--- src/txp_pkg.sv ---
package txp_pkg;
   // ------------------------------------------------------------------
   // Command word layout
   // ------------------------------------------------------------------
   localparam int CMDA_IOC_BIT    = 31;
   localparam int CMDA_ALIGN_HI   = 25;
   localparam int CMDA_ALIGN_LO   = 24;
   localparam int CMDA_OFF_HI     = 20;
   localparam int CMDA_OFF_LO     = 16;
   localparam int CMDA_FIRST_BIT  = 13;
   localparam int CMDA_LAST_BIT   = 12;
   localparam int CMDA_BSZ_HI     = 10;
   localparam int CMDA_BSZ_LO     = 0;
   localparam int CMDB_TAG_HI     = 31;
   localparam int CMDB_TAG_LO     = 16;
   localparam int CMDB_LEN_HI     = 10;
   localparam int CMDB_LEN_LO     = 0;

   localparam logic [1:0] ALIGN_4  = 2'h0;
   localparam logic [1:0] ALIGN_16 = 2'h1;
   localparam logic [1:0] ALIGN_32 = 2'h2;

   // ------------------------------------------------------------------
   // Storage sizes
   // ------------------------------------------------------------------
   localparam int DFIFO_AW = 6;
   localparam int DFIFO_DEPTH = 64;
   localparam int SFIFO_AW = 3;
   localparam int SFIFO_DEPTH = 8;

   // Status word: tag in the upper half, error summary in bit 15.
   localparam int STS_ERR_BIT = 15;

   // ------------------------------------------------------------------
   // Host-side register map (word addresses)
   // ------------------------------------------------------------------
   localparam logic [2:0] HREG_CMD_A  = 3'h0;
   localparam logic [2:0] HREG_CMD_B  = 3'h1;
   localparam logic [2:0] HREG_DATA   = 3'h2;
   localparam logic [2:0] HREG_STATUS = 3'h3;
   localparam logic [2:0] HREG_SPACE  = 3'h4;
   localparam logic [2:0] HREG_FLAGS  = 3'h5;
   localparam logic [2:0] HREG_LEVEL  = 3'h6;

   localparam int FLG_ERR   = 0;
   localparam int FLG_DONE  = 1;
   localparam int FLG_LEVEL = 2;
   localparam int FLG_BUSY  = 3;
   localparam int FLG_REFUS = 4;

   typedef enum logic [1:0] {
      TXP_CMD_A,
      TXP_CMD_B,
      TXP_DATA
   } txp_parse_t;
endpackage

--- src/txp_if.sv ---
`timescale 1ns/1ps
interface txp_if;
   import txp_pkg::*;
   logic                  hw_wr;
   logic [15:0]           hw_data;
   logic [DFIFO_AW:0]     free_words;
   logic [31:0]           sts_data;
   logic [SFIFO_AW:0]     sts_count;
   logic                  sts_pop;
   logic [1:0]            flag_clr;
   logic                  tx_error_flag;
   logic                  tx_buffer_done_flag;
   logic [SFIFO_AW:0]     sts_level;
   logic                  sts_level_hit;

   modport dev (
      input  hw_wr, hw_data, sts_pop, flag_clr, sts_level,
      output free_words, sts_data, sts_count, tx_error_flag,
      output tx_buffer_done_flag, sts_level_hit
   );
   modport host (
      output hw_wr, hw_data, sts_pop, flag_clr, sts_level,
      input  free_words, sts_data, sts_count, tx_error_flag,
      input  tx_buffer_done_flag, sts_level_hit
   );
endinterface

--- src/txp_dev.sv ---
// The implementer's own choices: the register offsets and the strobed register port.
`timescale 1ns/1ps
// Contract
// - Each buffer opens with two command words.
// - Host writes A, then B, then payload.
// - Packets may span buffers, delimited by command bits.
// - Command B carries free 16-bit tag.
// - Tag copied into packet status word.
// - Differing tags within packet raise error.
// - Differing B words within packet raise error.
// - Received byte count must equal packet length.
// - Start offset drops leading bytes, first 8 words.
// - Each following buffer honours its own offset.
// - Trailing alignment padding accepted then removed.
// - Accept data in whole burst multiples.
// - Completion request raises completion indication.
// - Status word written for every packet attempt; the code drops it when the status FIFO is full.
// - Status level interrupt at programmed count.
// - Host reads free space before writing.
// - Overfilling the data FIFO raises error.
// - Internal words built from ordered 16-bit pairs.
// - Dropped words use no FIFO space.
// - Bit 31 of A sets buffer-done flag.
// - A bits 25:24 select 4/16/32-byte alignment.
// - Host writes zeros to A bits 30:26.
module txp_dev
   import txp_pkg::*;
(
   input  wire logic  clk_sys_i,
   input  wire logic  sys_rst_i,
   input  wire logic  ce_i,
   txp_if.dev         bus,
   output logic [31:0] tx_word_o,
   output logic       tx_valid_o,
   input  wire logic  tx_ready_i
);
   // ------------------------------------------------------------------
   // Half-word assembly
   // ------------------------------------------------------------------
   logic [15:0] half_lo_ff;
   logic        half_have_ff;
   logic        word_v;
   logic [31:0] word;

   assign word_v = ce_i && bus.hw_wr && half_have_ff;
   assign word   = {bus.hw_data, half_lo_ff};

   always_ff @(posedge clk_sys_i) begin
      if (sys_rst_i) begin
         half_lo_ff   <= 16'h0000;
         half_have_ff <= 1'b0;
      end else if (ce_i && bus.hw_wr) begin
         half_lo_ff   <= bus.hw_data;
         half_have_ff <= ~half_have_ff;
      end
   end

   // ------------------------------------------------------------------
   // Command parsing and buffer geometry
   // ------------------------------------------------------------------
   txp_parse_t  st_ff;
   logic [31:0] cmda_ff;
   logic [31:0] pkt_b_ff;
   logic        in_pkt_ff;
   logic [10:0] widx_ff;
   logic [10:0] nwords_ff;
   logic [11:0] bytes_ff;
   logic        perr_ff;

   logic [4:0]  off_w;
   logic [11:0] end_b;
   logic [10:0] need_w;
   logic [10:0] amask;
   logic [10:0] nxt_nwords;
   logic [11:0] bsz;
   logic        buf_end;
   logic        is_first;
   logic        b_bad;
   logic        len_bad;
   logic        keep;
   logic [10:0] first_w;
   logic [10:0] last_w;

   assign off_w  = cmda_ff[CMDA_OFF_HI:CMDA_OFF_LO];
   assign bsz    = {1'b0, cmda_ff[CMDA_BSZ_HI:CMDA_BSZ_LO]};
   assign end_b  = bsz + {7'h00, off_w};
   assign need_w = end_b[11:2] + {10'h000, |end_b[1:0]};

   // Round the word count up to the burst boundary the host pads to.
   always_comb begin
      case (cmda_ff[CMDA_ALIGN_HI:CMDA_ALIGN_LO])
         ALIGN_16: amask = 11'h003;
         ALIGN_32: amask = 11'h007;
         default:  amask = 11'h000;
      endcase
   end
   assign nxt_nwords = (need_w + amask) & ~amask;

   assign first_w = {8'h00, off_w[4:2]};
   assign last_w  = need_w - 11'h001;
   // Only words holding payload bytes are stored; offset and padding
   // words are consumed here and never touch the FIFO.
   assign keep = (bsz != 12'h000) && (widx_ff >= first_w) && (widx_ff <= last_w);

   assign is_first = cmda_ff[CMDA_FIRST_BIT] || !in_pkt_ff;
   assign b_bad    = !is_first && (word != pkt_b_ff);

   assign buf_end = (st_ff == TXP_CMD_B && word_v && nxt_nwords == 11'h000) ||
                    (st_ff == TXP_DATA && word_v && widx_ff == nwords_ff - 11'h001);

   logic [31:0] cur_b;
   assign cur_b   = (st_ff == TXP_CMD_B) ? word : pkt_b_ff;
   assign len_bad = (bytes_ff + bsz) != {1'b0, cur_b[CMDB_LEN_HI:CMDB_LEN_LO]};

   logic dfull;
   logic ovf;
   assign ovf = (st_ff == TXP_DATA) && word_v && keep && dfull;

   always_ff @(posedge clk_sys_i) begin
      if (sys_rst_i) begin
         st_ff     <= TXP_CMD_A;
         cmda_ff   <= 32'h00000000;
         pkt_b_ff  <= 32'h00000000;
         nwords_ff <= 11'h000;
         widx_ff   <= 11'h000;
      end else if (ce_i && word_v) begin
         case (st_ff)
            TXP_CMD_A: begin
               cmda_ff <= word;
               st_ff   <= TXP_CMD_B;
            end
            TXP_CMD_B: begin
               if (is_first) begin
                  pkt_b_ff <= word;
               end
               nwords_ff <= nxt_nwords;
               widx_ff   <= 11'h000;
               st_ff     <= (nxt_nwords == 11'h000) ? TXP_CMD_A : TXP_DATA;
            end
            TXP_DATA: begin
               widx_ff <= widx_ff + 11'h001;
               if (buf_end) begin
                  st_ff <= TXP_CMD_A;
               end
            end
            default: st_ff <= TXP_CMD_A;
         endcase
      end
   end

   // Packet bookkeeping: byte total and pending error across buffers.
   logic pkt_close;
   assign pkt_close = buf_end && cmda_ff[CMDA_LAST_BIT];

   always_ff @(posedge clk_sys_i) begin
      if (sys_rst_i) begin
         in_pkt_ff <= 1'b0;
         bytes_ff  <= 12'h000;
         perr_ff   <= 1'b0;
      end else if (ce_i) begin
         if (pkt_close) begin
            in_pkt_ff <= 1'b0;
            bytes_ff  <= 12'h000;
            perr_ff   <= 1'b0;
         end else begin
            if (st_ff == TXP_CMD_B && word_v && is_first) begin
               perr_ff  <= 1'b0;
               bytes_ff <= 12'h000;
            end else if (st_ff == TXP_CMD_B && word_v && b_bad) begin
               perr_ff <= 1'b1;
            end else if (ovf) begin
               perr_ff <= 1'b1;
            end
            if (buf_end) begin
               in_pkt_ff <= 1'b1;
               bytes_ff  <= bytes_ff + bsz;
            end
         end
      end
   end

   logic pkt_err;
   assign pkt_err = perr_ff || ovf || len_bad ||
                    (st_ff == TXP_CMD_B && b_bad);

   // ------------------------------------------------------------------
   // Transmit data FIFO
   // ------------------------------------------------------------------
   logic [31:0]         dmem [DFIFO_DEPTH];
   logic [DFIFO_AW-1:0] dwp_ff;
   logic [DFIFO_AW-1:0] drp_ff;
   logic [DFIFO_AW:0]   dcnt_ff;
   logic                dpush;
   logic                dpop;

   assign dfull  = dcnt_ff[DFIFO_AW];
   assign dpush  = (st_ff == TXP_DATA) && word_v && keep && !dfull;
   assign dpop   = ce_i && tx_valid_o && tx_ready_i;
   assign tx_valid_o = (dcnt_ff != 7'h00);
   assign tx_word_o  = dmem[drp_ff];
   assign bus.free_words = 7'(DFIFO_DEPTH) - dcnt_ff;

   always_ff @(posedge clk_sys_i) begin
      if (dpush) begin
         dmem[dwp_ff] <= word;
      end
   end

   always_ff @(posedge clk_sys_i) begin
      if (sys_rst_i) begin
         dwp_ff  <= '0;
         drp_ff  <= '0;
         dcnt_ff <= '0;
      end else if (ce_i) begin
         dwp_ff  <= dwp_ff + DFIFO_AW'(dpush);
         drp_ff  <= drp_ff + DFIFO_AW'(dpop);
         dcnt_ff <= dcnt_ff + 7'(dpush) - 7'(dpop);
      end
   end

   // ------------------------------------------------------------------
   // Status FIFO, one word per packet
   // ------------------------------------------------------------------
   logic [31:0]         smem [SFIFO_DEPTH];
   logic [SFIFO_AW-1:0] swp_ff;
   logic [SFIFO_AW-1:0] srp_ff;
   logic [SFIFO_AW:0]   scnt_ff;
   logic                spush;
   logic                spop;
   logic [31:0]         sword;

   assign sword = {cur_b[CMDB_TAG_HI:CMDB_TAG_LO], pkt_err, 15'h0000};
   // A full status FIFO loses the word; no flag records the loss.
   assign spush = ce_i && pkt_close && (scnt_ff != 4'(SFIFO_DEPTH));
   assign spop  = ce_i && bus.sts_pop && (scnt_ff != 4'h0);
   assign bus.sts_data  = (scnt_ff != 4'h0) ? smem[srp_ff] : 32'h00000000;
   assign bus.sts_count = scnt_ff;

   always_ff @(posedge clk_sys_i) begin
      if (spush) begin
         smem[swp_ff] <= sword;
      end
   end

   always_ff @(posedge clk_sys_i) begin
      if (sys_rst_i) begin
         swp_ff  <= '0;
         srp_ff  <= '0;
         scnt_ff <= '0;
      end else if (ce_i) begin
         swp_ff  <= swp_ff + SFIFO_AW'(spush);
         srp_ff  <= srp_ff + SFIFO_AW'(spop);
         scnt_ff <= scnt_ff + 4'(spush) - 4'(spop);
      end
   end

   // Level zero disables the status-level indication.
   assign bus.sts_level_hit = (bus.sts_level != 4'h0) && (scnt_ff >= bus.sts_level);

   // ------------------------------------------------------------------
   // Sticky flags; a new event in the clearing cycle wins.
   // ------------------------------------------------------------------
   logic err_ff;
   logic done_ff;
   logic err_set;
   logic done_set;

   assign err_set  = ce_i && ((pkt_close && pkt_err) || ovf ||
                     (st_ff == TXP_CMD_B && word_v && b_bad));
   assign done_set = ce_i && buf_end && cmda_ff[CMDA_IOC_BIT];

   always_ff @(posedge clk_sys_i) begin
      if (sys_rst_i) begin
         err_ff <= 1'b0;
      end else if (err_set) begin
         err_ff <= 1'b1;
      end else if (ce_i && bus.flag_clr[FLG_ERR]) begin
         err_ff <= 1'b0;
      end
   end

   always_ff @(posedge clk_sys_i) begin
      if (sys_rst_i) begin
         done_ff <= 1'b0;
      end else if (done_set) begin
         done_ff <= 1'b1;
      end else if (ce_i && bus.flag_clr[FLG_DONE]) begin
         done_ff <= 1'b0;
      end
   end

   assign bus.tx_error_flag       = err_ff;
   assign bus.tx_buffer_done_flag = done_ff;
endmodule

--- src/flat_wrapper.sv ---
// flat-port wrapper written by rule: the top's interface ports become plain ports
module txp_dev_flat import txp_pkg::*;
  (clk_sys_i, sys_rst_i, ce_i, tx_word_o, tx_valid_o, tx_ready_i, bus_hw_wr, bus_hw_data, bus_sts_pop, bus_flag_clr, bus_sts_level, bus_free_words, bus_sts_data, bus_sts_count, bus_tx_error_flag, bus_tx_buffer_done_flag, bus_sts_level_hit);
  txp_if bus_i ();
  input  wire logic clk_sys_i;
  input  wire logic sys_rst_i;
  input  wire logic ce_i;
  output logic [31:0] tx_word_o;
  output logic tx_valid_o;
  input  wire logic tx_ready_i;
  input wire logic [$bits(bus_i.hw_wr)-1:0] bus_hw_wr;
  input wire logic [$bits(bus_i.hw_data)-1:0] bus_hw_data;
  input wire logic [$bits(bus_i.sts_pop)-1:0] bus_sts_pop;
  input wire logic [$bits(bus_i.flag_clr)-1:0] bus_flag_clr;
  input wire logic [$bits(bus_i.sts_level)-1:0] bus_sts_level;
  output wire logic [$bits(bus_i.free_words)-1:0] bus_free_words;
  output wire logic [$bits(bus_i.sts_data)-1:0] bus_sts_data;
  output wire logic [$bits(bus_i.sts_count)-1:0] bus_sts_count;
  output wire logic [$bits(bus_i.tx_error_flag)-1:0] bus_tx_error_flag;
  output wire logic [$bits(bus_i.tx_buffer_done_flag)-1:0] bus_tx_buffer_done_flag;
  output wire logic [$bits(bus_i.sts_level_hit)-1:0] bus_sts_level_hit;
  assign bus_i.hw_wr = bus_hw_wr;
  assign bus_i.hw_data = bus_hw_data;
  assign bus_i.sts_pop = bus_sts_pop;
  assign bus_i.flag_clr = bus_flag_clr;
  assign bus_i.sts_level = bus_sts_level;
  assign bus_free_words = bus_i.free_words;
  assign bus_sts_data = bus_i.sts_data;
  assign bus_sts_count = bus_i.sts_count;
  assign bus_tx_error_flag = bus_i.tx_error_flag;
  assign bus_tx_buffer_done_flag = bus_i.tx_buffer_done_flag;
  assign bus_sts_level_hit = bus_i.sts_level_hit;
  txp_dev u_core (.clk_sys_i(clk_sys_i), .sys_rst_i(sys_rst_i), .ce_i(ce_i), .bus(bus_i), .tx_word_o(tx_word_o), .tx_valid_o(tx_valid_o), .tx_ready_i(tx_ready_i));
endmodule
--- config.mk ---
export PLATFORM = sky130hd
export DESIGN_NAME = txp_dev_flat
export DESIGN_NICKNAME = d
export VERILOG_FILES = /design/src/txp_pkg.sv /design/src/txp_if.sv /design/src/txp_dev.sv /design/src/flat_wrapper.sv
export SDC_FILE = /design/constraint.sdc
export NUM_CORES = 2
export LEC_CHECK = 0
export ABC_AREA = 1
export BUFFER_PORTS_ARGS = -buffer_cell sky130_fd_sc_hd__buf_2
export CAP_MARGIN = 25
export CELL_PAD_IN_SITES_DETAIL_PLACEMENT = 0
export CELL_PAD_IN_SITES_GLOBAL_PLACEMENT = 1
export CORE_UTILIZATION = 45
export CTS_CLUSTER_DIAMETER = 30
export DETAILED_ROUTE_END_ITERATION = 12
export GPL_TIMING_DRIVEN = 0
export PLACE_DENSITY_LB_ADDON = 0.1
export REMOVE_ABC_BUFFERS = 1
export SYNTH_ARGS = -nofsm -noshare
export SYNTH_HDL_FRONTEND = slang
export SYNTH_SLANG_ARGS = --single-unit
--- constraint.sdc ---
create_clock -name clk_sys_i -period 8.2 [get_ports clk_sys_i]
set_input_delay 0.82 -clock clk_sys_i [delete_from_list [all_inputs] [get_ports clk_sys_i]]
set_output_delay 0.82 -clock clk_sys_i [all_outputs]
set_load 0.005 [all_outputs]
==> impl_metrics.csv <==
group,metric,value,unit
placed_design,dp_hpwl,164000,µm
clock_network,cts_max_path_buffers,4,
clock_network,cts_tree,"done",
status,outcome,"completed",
synthesis,syn_inst,7666,
route,dr_total_vias,63738,
route,drtAntennaViolNets,0,
clock_network,post_cts_resized,0,
critical_path,regToRegEndpoint,"u_core.dmem[13][24]$_DFFE_PP_",
clock_network,cts_sinks,2332,
cells_and_area,fin_util,0.563,
route,drtIter0Drc,6552,
global_routing,grt_pass1_vias,61420,
placed_design,placed_cell_area,0.101,mm²
synthesis,async_reset_ff_frac,0,
timing,finalMaxSlewViolations,0,
cells_and_area,layout-drive-gt1-share,0.143,
critical_path,critical-path-top-delay-family,"simple AND/OR/NAND/NOR gates",
floorplan,placementRows,167,
route,routed_wl,287000,µm
timing,worst_pin_slew,1.16,ns
cells_and_area,fin_area,0.117,mm²
job,max_cap_violations,0,
timing,clock_skew,0.0346,ns
critical_path,crit_slowest_cell,"nor2_4",
floorplan,die_w,460,µm
timing,setup_viol,0,
route,wl_met3,21200,µm
worst_hold_path,holdPathStages,1,
synthesis,syn_area,0.0943,mm²
critical_path,path_buf_inv,5,
route,vias_per_cell,5.73,
floorplan,start_util,0.454,
floorplan,core,0.208,mm²
critical_path,end_kind,"flop",
global_routing,globalRoute.totalOverflow,0,
clock_network,clkTransAtPathRegs,0.05,ns
timing,max_freq,131,MHz
route,route.met2.wl,135000,µm
synthesis,synth_warnings,0,
synthesis,synth.largest_area_cell,"edfxtp_1",
worst_hold_path,min_delay_worst_endpoint,"u_core.dmem[51][27]$_DFFE_PP_",
timing,timing_hold_violations_final,0,
critical_path,r2r_slack,0.54,ns
placed_design,port_buffers,91,
clock_network,htree_levels,5,
pwr,peakVddDrop,0.000247,V
route,wl_met1,124000,µm
floorplan,io_pins,107,
cells_and_area,nets,8026,
pwr,p_leak,0.0399,µW
placed_design,gp_congestion,0.772,
timing,finalCritPeriodShare,0.934,
timing,relSlewSlack,0.224,
synthesis,synth_common_cells,"edfxtp_1, nor2_1, o21ai_0, o22ai_1, clkbuf_1",
synthesis,syn_area_per_cell,12.3,µm²
critical_path,worstSetupPathType,"flop to flop",
worst_hold_path,hold_path_class,"input pin to flop",
cells_and_area,nFillCells,17045,
global_routing,antenna_found_initial,12,
global_routing,grt_max_degree,123,
critical_path,slowest_delay,1.13,ns
worst_hold_path,hp-start,"bus_hw_data[11]",
critical_path,cp.required,8.84,ns
synthesis,yosysUniqueCellTypes,53,
clock_network,insertion_delay,0.97,ns
synthesis,ys_top_cells_by_area,"edfxtp_1, o21ai_0, nor2_1, o22ai_1, dfxtp_1",
floorplan,dieArea,0.211,mm²
cells_and_area,area_growth,23.9,%
timing,rsz0062_at_grt,"no",
route,drc,0,
synthesis,ys_seq_area_frac,0.727,
global_routing,grt_pass1_wl,415000,µm
pwr,powerDensity,291,mW/mm²
clock_network,ctsHoldBuffers,0,
timing,fin_crit,7.66,ns
floorplan,die_y,460,µm
clock_network,postCtsSetupBuffers,0,
critical_path,worstPathArrival,8.30,ns
critical_path,cp_common_cell,"nand2_1",
route,highest_layer,"met4",
clock_network,clockRootBuffer,"clkbuf_16",
route,dr.pass1.iters,5,
critical_path,start_kind,"flop",
clock_network,numCtsBuffers,494,
critical_path,startpoint,"u_core.cmda_ff[0]$_SDFFE_PP0P_",
synthesis,ys.flop_type,"edfxtp_1",
route,routedWlPerCell,25.8,µm
synthesis,ys_ff_latch,2332,
synthesis,synth-edff-count,2184,
critical_path,cp_max_fo,17,
critical_path,reg2regPathDepth,27,
synthesis,synth.most_common_cell,"edfxtp_1",
critical_path,r2r_start,"u_core.cmda_ff[0]$_SDFFE_PP0P_",
synthesis,synth_top_area_share,0.695,
global_routing,grt_util_all_layers,0.268,
==> flip-flops by register name, indices dropped and copies added, names as in the netlist, 7 cells and up, named ones only <==
register           count
u_core.cmda_ff        21
u_core.bytes_ff       12
u_core.smem          136
u_core.half_lo_ff     16
u_core.dcnt_ff         7
u_core.nwords_ff      11
u_core.dmem         2048
u_core.widx_ff        11
u_core.pkt_b_ff       32
==> per-stage QoR <==
| step | cells | hold WS, ns | setup TNS, ns | total power (µW) | setup slack [ns] |
|---|---|---|---|---|---|
| 6_report | 11116 | 0.112 | 0 | 34000 | 0.542 |
| 5_1_grt | 11112 | 0.0641 | 0 | 35000 | 0.200 |
| 4_1_cts | 11106 | 0.0435 | 0 | 34200 | 0.601 |
| 3_5_place_dp | 10209 | 0.446 | 0 | 15100 | 0.657 |
| 3_3_place_gp | 10032 | 0.441 | -5534.77 | 15300 | -86.14 |
| 2_1_floorplan | 7153 | 0.431 | -1110.74 | 14500 | -34.75 |
==> cell families after synthesis <==
family | after synthesis | synth area share
other | 1 | 0.0000398
adders and majority gates | 76 | 0.0104
and+or+nand+nor | 2074 | 0.0876
DFF | 2332 | 0.727
AOI/OAI and AO/OA | 2382 | 0.138
xor gates and xnor gates | 80 | 0.00751
muxes | 1 | 0.000106
buffers and inverters | 720 | 0.0294
==> worst max path at each step <==
stage / depth (start not counted) / slack [ns] / to
floorplan: 7 / -34.75 / tx_word_o[18]
global placement: 8 / -86.14 / tx_word_o[9]
detailed placement: 27 / 0.66 / u_core.dmem[12][27]$_DFFE_PP_
CTS: 27 / 0.60 / u_core.dmem[12][24]$_DFFE_PP_
global route: 26 / 0.20 / u_core.dmem[13][24]$_DFFE_PP_
finish: 27 / 0.54 / u_core.dmem[13][24]$_DFFE_PP_
==> cell usage in the layout (no fill, tap or decap), types with 37 or more instances in the layout <==
cell / Yosys / routed
edfxtp_1: 2184 / 2184
nor2_1: 1685 / 1612
o21ai_0: 1525 / 1525
o22ai_1: 640 / 640
clkbuf_16: 0 / 496
nand2_1: 200 / 200
inv_1: 180 / 176
dfxtp_1: 148 / 124
a21oi_1: 118 / 118
clkinv_2: 0 / 109
buf_12: 0 / 96
clkinv_1: 3 / 90
buf_2: 5 / 86
ha_1: 72 / 71
nand3_1: 69 / 69
nor2_4: 5 / 69
clkbuf_1: 487 / 69
bufinv_16: 0 / 65
buf_16: 0 / 64
xor2_1: 52 / 52
o32ai_1: 47 / 47
clkinvlp_4: 0 / 37
==> cell type report <==
type,instances,area [µm²],area share
well taps,2788,3490,0.0299
diodes,5,12.5,0.000107
inverters,193,752,0.00644
multi-input cells,4628,23500,0.202
clock buffers,566,12700,0.109
repair buffers,273,4370,0.0374
clock inverters,331,3390,0.0290
flip-flops and latches,2332,68600,0.587
==> per-layer routing <==
metal  vias to the layer above  track usage
li1                      28963            -
met1                     31871        0.374
met2                      2467        0.429
met3                       437       0.0465
met4                         0       0.0787
met5                         -            0
==> report_power, final <==
part           switching (µW)  internal, µW  total, µW
Clock                    6140         12900      19100
Combinational            1210           550       1760
Sequential                106         13100      13200
Note: power is estimated with default switching activity, not from simulation.
